## src/hdl/rcs_pkg.sv

```systemverilog
// constants and types shared by the row capture sequencer
package rcs_pkg;
	// array geometry
	localparam int unsigned COLS           = 256;
	localparam int unsigned ROWS           = 300;
	localparam int unsigned ROW_W          = 9;
	localparam logic [8:0]  ROW_LAST       = 9'h12b;

	// register indices and byte addresses (index times four)
	localparam logic [7:0]  IDX_DTIME      = 8'h06;
	localparam logic [7:0]  IDX_DCUR       = 8'h07;
	localparam logic [7:0]  IDX_CTRL       = 8'h20;
	localparam logic [7:0]  IDX_STAT       = 8'h21;
	localparam logic [7:0]  ADDR_DTIME     = 8'(IDX_DTIME * 4);
	localparam logic [7:0]  ADDR_DCUR      = 8'(IDX_DCUR * 4);
	localparam logic [7:0]  ADDR_CTRL      = 8'(IDX_CTRL * 4);
	localparam logic [7:0]  ADDR_STAT      = 8'(IDX_STAT * 4);

	// field positions
	localparam int unsigned CTRL_START_BIT = 0;
	localparam int unsigned CTRL_ROW_LSB   = 16;
	localparam int unsigned STAT_BUSY_BIT  = 0;
	localparam int unsigned STAT_RDY_BIT   = 1;
	localparam int unsigned STAT_REJ_BIT   = 2;
	localparam int unsigned STAT_ROW_LSB   = 16;

	// values after reset
	localparam logic [7:0]  DTIME_RST      = 8'h00;
	localparam logic [7:0]  DCUR_RST       = 8'h00;
	localparam logic [8:0]  ROW_RST        = 9'h000;

	// timing
	localparam int unsigned CLK_NS         = 4;
	localparam int unsigned PRECHARGE_NS   = 40;
	localparam int unsigned DIS_UNIT_NS    = 16;
	localparam int unsigned TMR_W          = 11;
	localparam logic [10:0] PRE_CYCLES     = 11'((PRECHARGE_NS + CLK_NS - 1) / CLK_NS);
	localparam logic [10:0] DIS_SCALE      = 11'(DIS_UNIT_NS / CLK_NS);
	localparam logic [10:0] TMR_ONE        = 11'h001;

	typedef enum logic [4:0] {
		ST_IDLE  = 5'b00001,
		ST_PRE   = 5'b00010,
		ST_DIS   = 5'b00100,
		ST_HOLD  = 5'b01000,
		ST_READY = 5'b10000
	} rcs_state_t;

	// signals toward the analog array
	typedef struct packed {
		logic [8:0] row_sel;
		logic       row_active;
		logic       precharge;
		logic       discharge;
		logic       strobe_pre;
		logic       strobe_dis;
		logic [7:0] dis_current;
		logic       row_ready;
	} rcs_array_t;
endpackage

```

## src/hdl/rcs_timer.sv

```systemverilog
// loadable down counter used to time the capture phases
`timescale 1ns/1ps
module rcs_timer #(
	parameter int unsigned W = 11
) (
	input  wire logic         mclk_i,
	input  wire logic         nrst_i,
	input  wire logic         ce_i,
	input  wire logic         load_i,
	input  wire logic [W-1:0] value_i,
	output logic              last_o
);
	logic [W-1:0] cnt;

	always_ff @(posedge mclk_i) begin
		if (!nrst_i) begin
			cnt <= '0;
		end else if (ce_i) begin
			if (load_i) begin
				cnt <= value_i;
			end else if (cnt != '0) begin
				cnt <= cnt - W'(1);
			end
		end
	end

	// high in the final cycle of a loaded interval
	assign last_o = (cnt == W'(1));
endmodule

```

## src/hdl/rcs_top.sv

```systemverilog
// row capture sequencer: apb registers, phase sequencing and array strobes
//
// The APB interface to the registers is this design's own decision.
`timescale 1ns/1ps
module rcs_top (
	input  wire logic              mclk_i,
	input  wire logic              nrst_i,
	input  wire logic              ce_i,
	input  wire logic              psel_i,
	input  wire logic              penable_i,
	input  wire logic              pwrite_i,
	input  wire logic [7:0]        paddr_i,
	input  wire logic [31:0]       pwdata_i,
	output logic [31:0]            prdata_o,
	output logic                   pready_o,
	output logic                   pslverr_o,
	output rcs_pkg::rcs_array_t    array_o
);
	rcs_pkg::rcs_state_t state;
	rcs_pkg::rcs_state_t next_state;

	logic [7:0]  discharge_time_setting;
	logic [7:0]  discharge_current_setting;
	logic [8:0]  req_row;
	logic [8:0]  row_sel;
	logic [7:0]  cur_latched;
	logic [10:0] dis_len;
	logic [10:0] next_dis_len;
	logic        rejected;
	logic        tmr_last;
	logic        tmr_load;
	logic [10:0] tmr_value;
	logic        setup;
	logic        access;
	logic        wr;
	logic        mapped;
	logic        start_req;
	logic [8:0]  wr_row;
	logic        start_ok;
	logic [31:0] next_rdata;

	// apb decode; the slave answers in the first access cycle unless frozen
	assign setup    = psel_i && !penable_i;
	assign access   = psel_i && penable_i;
	assign pready_o = ce_i;
	assign mapped   = (paddr_i == rcs_pkg::ADDR_DTIME) || (paddr_i == rcs_pkg::ADDR_DCUR) ||
	                  (paddr_i == rcs_pkg::ADDR_CTRL) || (paddr_i == rcs_pkg::ADDR_STAT);
	assign pslverr_o = access && !mapped;
	assign wr       = access && pwrite_i && ce_i && mapped;
	assign wr_row   = pwdata_i[rcs_pkg::CTRL_ROW_LSB +: rcs_pkg::ROW_W];
	assign start_req = wr && (paddr_i == rcs_pkg::ADDR_CTRL) &&
	                   pwdata_i[rcs_pkg::CTRL_START_BIT];
	// busy or out-of-range starts are dropped and flagged
	assign start_ok = start_req && (wr_row <= rcs_pkg::ROW_LAST) &&
	                  (state == rcs_pkg::ST_IDLE || state == rcs_pkg::ST_READY);

	always_comb begin
		next_rdata = 32'h0000_0000;
		unique case (paddr_i)
			rcs_pkg::ADDR_DTIME: next_rdata[7:0] = discharge_time_setting;
			rcs_pkg::ADDR_DCUR:  next_rdata[7:0] = discharge_current_setting;
			rcs_pkg::ADDR_CTRL:  next_rdata[rcs_pkg::CTRL_ROW_LSB +: rcs_pkg::ROW_W] = req_row;
			rcs_pkg::ADDR_STAT: begin
				next_rdata[rcs_pkg::STAT_BUSY_BIT] = !(state == rcs_pkg::ST_IDLE ||
				                                      state == rcs_pkg::ST_READY);
				next_rdata[rcs_pkg::STAT_RDY_BIT]  = (state == rcs_pkg::ST_READY);
				next_rdata[rcs_pkg::STAT_REJ_BIT]  = rejected;
				next_rdata[rcs_pkg::STAT_ROW_LSB +: rcs_pkg::ROW_W] = row_sel;
			end
			default: next_rdata = 32'h0000_0000;
		endcase
	end

	// read data is captured in the setup cycle so it comes from a flop
	always_ff @(posedge mclk_i) begin
		if (!nrst_i) begin
			prdata_o <= 32'h0000_0000;
		end else if (ce_i && setup) begin
			prdata_o <= next_rdata;
		end
	end

	always_ff @(posedge mclk_i) begin
		if (!nrst_i) begin
			discharge_time_setting    <= rcs_pkg::DTIME_RST;
			discharge_current_setting <= rcs_pkg::DCUR_RST;
			req_row                   <= rcs_pkg::ROW_RST;
		end else if (wr) begin
			if (paddr_i == rcs_pkg::ADDR_DTIME) begin
				discharge_time_setting <= pwdata_i[7:0];
			end
			if (paddr_i == rcs_pkg::ADDR_DCUR) begin
				discharge_current_setting <= pwdata_i[7:0];
			end
			if (paddr_i == rcs_pkg::ADDR_CTRL) begin
				req_row <= wr_row;
			end
		end
	end

	always_ff @(posedge mclk_i) begin
		if (!nrst_i) begin
			rejected <= 1'b0;
		end else if (ce_i) begin
			if (start_req && !start_ok) begin
				rejected <= 1'b1;
			end else if (start_ok) begin
				rejected <= 1'b0;
			end
		end
	end

	// zero would never bring the timer to its last cycle, so it is held to one clock
	always_comb begin
		next_dis_len = 11'(discharge_time_setting) * rcs_pkg::DIS_SCALE;
		if (discharge_time_setting == 8'h00) begin
			next_dis_len = rcs_pkg::TMR_ONE;
		end
	end

	// settings are sampled once per capture so mid-row writes wait a row
	always_ff @(posedge mclk_i) begin
		if (!nrst_i) begin
			row_sel     <= rcs_pkg::ROW_RST;
			cur_latched <= rcs_pkg::DCUR_RST;
			dis_len     <= rcs_pkg::TMR_ONE;
		end else if (ce_i && start_ok) begin
			row_sel     <= wr_row;
			cur_latched <= discharge_current_setting;
			dis_len     <= next_dis_len;
		end
	end

	always_comb begin
		next_state = state;
		tmr_load   = 1'b0;
		tmr_value  = rcs_pkg::PRE_CYCLES;
		unique case (state)
			rcs_pkg::ST_IDLE, rcs_pkg::ST_READY: begin
				if (start_ok) begin
					next_state = rcs_pkg::ST_PRE;
					tmr_load   = 1'b1;
				end
			end
			rcs_pkg::ST_PRE: begin
				if (tmr_last) begin
					next_state = rcs_pkg::ST_DIS;
					tmr_load   = 1'b1;
					tmr_value  = dis_len;
				end
			end
			rcs_pkg::ST_DIS: begin
				if (tmr_last) begin
					next_state = rcs_pkg::ST_HOLD;
				end
			end
			rcs_pkg::ST_HOLD: next_state = rcs_pkg::ST_READY;
			default: next_state = rcs_pkg::ST_IDLE;
		endcase
	end

	always_ff @(posedge mclk_i) begin
		if (!nrst_i) begin
			state <= rcs_pkg::ST_IDLE;
		end else if (ce_i) begin
			state <= next_state;
		end
	end

	rcs_timer #(
		.W       (rcs_pkg::TMR_W)
	) u_timer (
		.mclk_i  (mclk_i),
		.nrst_i  (nrst_i),
		.ce_i    (ce_i),
		.load_i  (tmr_load),
		.value_i (tmr_value),
		.last_o  (tmr_last)
	);

	assign array_o.row_sel     = row_sel;
	assign array_o.row_active  = !(state == rcs_pkg::ST_IDLE || state == rcs_pkg::ST_READY);
	assign array_o.precharge   = (state == rcs_pkg::ST_PRE);
	assign array_o.discharge   = (state == rcs_pkg::ST_DIS) || (state == rcs_pkg::ST_HOLD);
	// the first strobe sits in the last precharge cycle, where plates are settled
	assign array_o.strobe_pre  = (state == rcs_pkg::ST_PRE) && tmr_last;
	assign array_o.strobe_dis  = (state == rcs_pkg::ST_HOLD);
	assign array_o.dis_current = cur_latched;
	assign array_o.row_ready   = (state == rcs_pkg::ST_READY);

	// helper: discharge cycles seen in the current row
	logic [10:0] dis_seen;
	always_ff @(posedge mclk_i) begin
		if (!nrst_i) begin
			dis_seen <= 11'h000;
		end else if (ce_i) begin
			if (state == rcs_pkg::ST_PRE) begin
				dis_seen <= 11'h000;
			end else if (state == rcs_pkg::ST_DIS) begin
				dis_seen <= dis_seen + 11'h001;
			end
		end
	end

	AST_ROW_RANGE: assert property (@(posedge mclk_i) disable iff (!nrst_i)
		array_o.row_sel <= rcs_pkg::ROW_LAST)
		else $error("row index beyond last row");
	AST_STROBES_APART: assert property (@(posedge mclk_i) disable iff (!nrst_i)
		!(array_o.strobe_pre && array_o.strobe_dis))
		else $error("both strobes active together");
	AST_NO_RESTART: assert property (@(posedge mclk_i) disable iff (!nrst_i)
		(array_o.row_active && start_req) |=> $stable(array_o.row_sel) && rejected)
		else $error("capture restarted while busy");
	AST_PRE_STROBE: assert property (@(posedge mclk_i) disable iff (!nrst_i)
		(array_o.strobe_pre && ce_i) |-> array_o.precharge ##1 array_o.discharge)
		else $error("first strobe outside precharge");
	AST_DIS_LENGTH: assert property (@(posedge mclk_i) disable iff (!nrst_i)
		array_o.strobe_dis |-> (dis_seen == dis_len))
		else $error("discharge time differs from setting");
	AST_CURRENT: assert property (@(posedge mclk_i) disable iff (!nrst_i)
		$rose(array_o.precharge) |-> array_o.dis_current == $past(discharge_current_setting))
		else $error("current not taken from setting");
	AST_READY: assert property (@(posedge mclk_i) disable iff (!nrst_i)
		(array_o.strobe_dis && ce_i) |=> array_o.row_ready && !array_o.discharge)
		else $error("row not ready after second strobe");
	AST_EXCLUSIVE: assert property (@(posedge mclk_i) disable iff (!nrst_i)
		!(array_o.precharge && array_o.discharge))
		else $error("precharge and discharge overlap");
	AST_PRE_LEN: assert property (@(posedge mclk_i) disable iff (!nrst_i)
		($rose(array_o.precharge) && ce_i) |-> array_o.precharge [*2])
		else $error("precharge too short");
	AST_LATCH: assert property (@(posedge mclk_i) disable iff (!nrst_i)
		(array_o.row_active && wr) |=> $stable(dis_len) && $stable(array_o.dis_current))
		else $error("setting changed during capture");
endmodule

```

## config.mk

```make
export PLATFORM = sky130hd
export DESIGN_NAME = rcs_top
export DESIGN_NICKNAME = d
export VERILOG_FILES = /design/src/hdl/rcs_pkg.sv /design/src/hdl/rcs_timer.sv /design/src/hdl/rcs_top.sv
export SDC_FILE = /design/constraint.sdc
export NUM_CORES = 1
export LEC_CHECK = 0
export ABC_AREA = 1
export BUFFER_PORTS_ARGS = -buffer_cell sky130_fd_sc_hd__buf_4
export CORE_ASPECT_RATIO = 0.8
export CORE_UTILIZATION = 48
export DETAILED_ROUTE_END_ITERATION = 6
export PLACE_DENSITY_LB_ADDON = 0.2
export SYNTH_ARGS = -nofsm -noshare
export SYNTH_HDL_FRONTEND = slang
export SYNTH_SLANG_ARGS = --single-unit
```

## constraint.sdc

```tcl
create_clock -name mclk_i -period 1.31 [get_ports mclk_i]
set_input_delay 0.0655 -clock mclk_i [delete_from_list [all_inputs] [get_ports mclk_i]]
set_output_delay 0.0655 -clock mclk_i [all_outputs]
set_load 0.1 [all_outputs]
```

==> impl_metrics.ini <==
[routing]
routed_wl_mm = 12.0
vias = 4417
wire_per_inst_um = 14.2
drtIter0Drc = 284
first_pass_iters = 4
vias_per_cell = 5.22
drc = 0
antenna_left = 0

[critical_path]
r2r_slack_ps = -220
timing.rr.start = state[3]
crit_fanout = 3
r2r-end = u_timer.cnt[3]
path_class = reg -> out
critPathCaptureType = output pin
cp_data_required_time_ps = 1240
critical_path.startpoint = u_timer.cnt[7]
startpoint_type = flop
worstPathArrival_ps = 1540
r2r_cells = 10

[timing]
worst_slack_ps = -296
fin_crit_ps = 1610
setup_viol = 50
fin_tns_setup_ps = -6410
fin_skew_ps = 9.35
fin_crit_sh = 1.23
hold_viol = 0
rsz0062_at_grt = true
max_freq_mhz = 623
slew_viol_final = 0

[synth]
synthArstFlopShare = 0
ys_warn_count = 0
dominantRegCellSynth = dfxtp_1
synth_top_cell_area_share = 0.413
syn_area_um2 = 4120
avgSynthCellArea_um2 = 6.99
yosysTopAreaCell = dfxtp_1
synth_seq_cells = 85
synth-edff-count = 0
synthCells = 590
seq_area_frac_synth = 0.413
ys_top_cells_by_area = dfxtp_1 41%, nand2_1 9.1%, nor2_1 8.6%
synthDistinctLibCells = 35

[clocking]
path_clk_slew_ps = 100
cts.path.max_buffers = 2
cts_tree = yes
clkLatencyLatePin_ps = 360
clkSinkCount = 85
root_buffer = clkbuf_8
htreeDepth = 3
cts_made_buffers = 9

[placement]
port_buffers = 72
place_ws_ps = -330
gp_congestion = 0.870
dp.cells = 804
hpwl_mm = 8.04

[final_layout]
regArea_um2 = 1740
layout-drive-gt1-share = 0.389
area_delta_synth_final_pct = 48.7
fillers = 601
multi_input_area_um2 = 2280
fin_nets = 782
instances_no_fill = 846
final_util = 0.754
antenna_cells = 0

[grt]
grt_pass1_wl_mm = 19.5
grt.total_usage = 0.275
grt_start_max_net_pins = 37
antenna_found_initial = 0
gr-total-overflow = 0
grt_pass1_vias = 4148

[power]
p_int_mw = 5.06
p_seq_frac = 0.348
comb_power_share = 0.410
power_leakage_nw = 2.76
switching_share = 0.388
switching_power_mw = 3.20
irDropWorstVdd_v = 0.00162
p_per_area_nw_per_um2 = 1350
power_frac_clock = 0.243

[status]
violations = negative setup slack
status = finished, violations left

[worst_hold_path]
whs_endpoint = discharge_time_setting[0]
hp-class = in -> reg
hold_path_startpoint = pwdata_i[0]
hold_depth = 3

[floorplan]
coreArea_um2 = 8130
start_util = 0.507
pin_count = 103
die_h_um = 84.9
die_w_um = 106
row_count = 29
dieArea_um2 = 8960

[job]
cap_violations = 0
==> routing by layer <==
metal,global-route usage,part of all wire,vias up
li1,-,-,2154
met1,0.368,0.45,2065
met5,0,0,-
met4,0.0909,0.017,0
met2,0.447,0.46,178
met3,0.0530,0.068,20
==> power by group through the flow <==
stage          combinational, mW  sequential, mW  clock [mW]
2_1_floorplan               1.67            3.02           0
3_3_place_gp                2.47            2.87           0
3_5_place_dp                2.52            2.88           0
4_1_cts                     3.13            2.85        2.02
5_1_grt                     3.63            2.89        2.15
6_report                    3.38            2.87        2.00
==> worst max-delay path, stage by stage, from the launching register on <==
cell	delay, ps
dfxtp_1	370
nor2_4	160
nand3_4	110
nor2_4	160
nand3_4	120
clkinv_4	100
buf_12	170
==> state kept, by name, indices dropped and copies added (netlist names) <==
register and flops:
discharge_current_setting 8, req_row 9, row_sel 9, state 5, rejected 1, cur_latched 8, prdata_o 17, discharge_time_setting 8
dis_len 9, u_timer.cnt 11
==> stage by stage <==
| step | area (um^2) | power [mW] | hold slack [ps] |
|---|---|---|---|
| after floorplan | 4380 | 4.68 | 201 |
| after global placement | 5240 | 5.34 | 310 |
| after detailed placement | 5240 | 5.39 | 320 |
| after CTS | 5960 | 8.01 | 7.01 |
| after global routing | 6130 | 8.67 | 27.3 |
| final | 6130 | 8.26 | 22.2 |
==> Yosys cell counts (3+ instances only) <==
cell	count
nand2_1	100
nor2_1	94
dfxtp_1	85
inv_1	64
o21ai_0	63
nand3_1	38
a21oi_1	33
buf_4	20
nor3_1	13
clkbuf_1	10
a31o_2	8
buf_2	8
buf_6	6
xor2_1	6
inv_2	5
o21ai_1	5
o22ai_1	5
ha_1	3
nor2_4	3
o211ai_1	3
==> cell families (layout without fill, tap and decap cells) <==
kind of cell             count (synthesis)  after routing  synth area share
AND/OR/NAND/NOR                        260            261             0.269
buffers and inverters                  115            248             0.137
other                                    1             15          0.000910
XOR/XNOR                                 6              6            0.0128
AO/OA/AOI/OAI                          120            120             0.159
flip-flops                              85             85             0.413
adder cells (fa/ha/maj)                  3              3           0.00911
==> cell usage in the layout (no fill, tap or decap), drive strengths merged, types with 2 or more instances in the layout <==
cell	synthesis	final
buf	34	147
xor2	6	6
a21oi	34	34
conb	1	15
nand2	101	101
clkinv	2	5
clkbuf	10	9
nor3	13	13
nand4	2	2
nand3	40	40
a31o	8	8
o211ai	3	3
o21ai	68	68
clkinvlp	0	4
nor4	2	2
inv	69	68
ha	3	3
dlygate4sd3	0	13
nor2	99	100
o22ai	5	5
dfxtp	85	85
==> worst max-delay path by stage <==
| stage | end | slack [ps] | cells after the start |
|---|---|---|---|
| floorplan | prdata_o[0] | -330 | 8 |
| detailed placement | u_timer.cnt[5] | -330 | 8 |
| finish | array_o[10] | -300 | 6 |
| CTS | array_o[10] | -280 | 6 |
| global placement | discharge_time_setting[0] | -280 | 11 |
| global route | u_timer.cnt[3] | -360 | 10 |
==> final cells by class <==
cell class              instances  area share
clock buffers                   9      0.0202
clock inverters                 7      0.0149
inverters                      71      0.0482
multi-input cells             405       0.373
flip-flops and latches         85       0.284
well taps                     108      0.0220
repair buffers                161       0.238
==> timing repair <==
action	4_1_cts	5_1_grt
endpoints found under the hold margin	23	0
pin swaps	9	8
endpoints found under the setup margin	51	66
cloned	2	1
gates resized for setup	62	46
hold buffers	13	0
setup buffers	7	3
(Power assumes the default switching activity.)
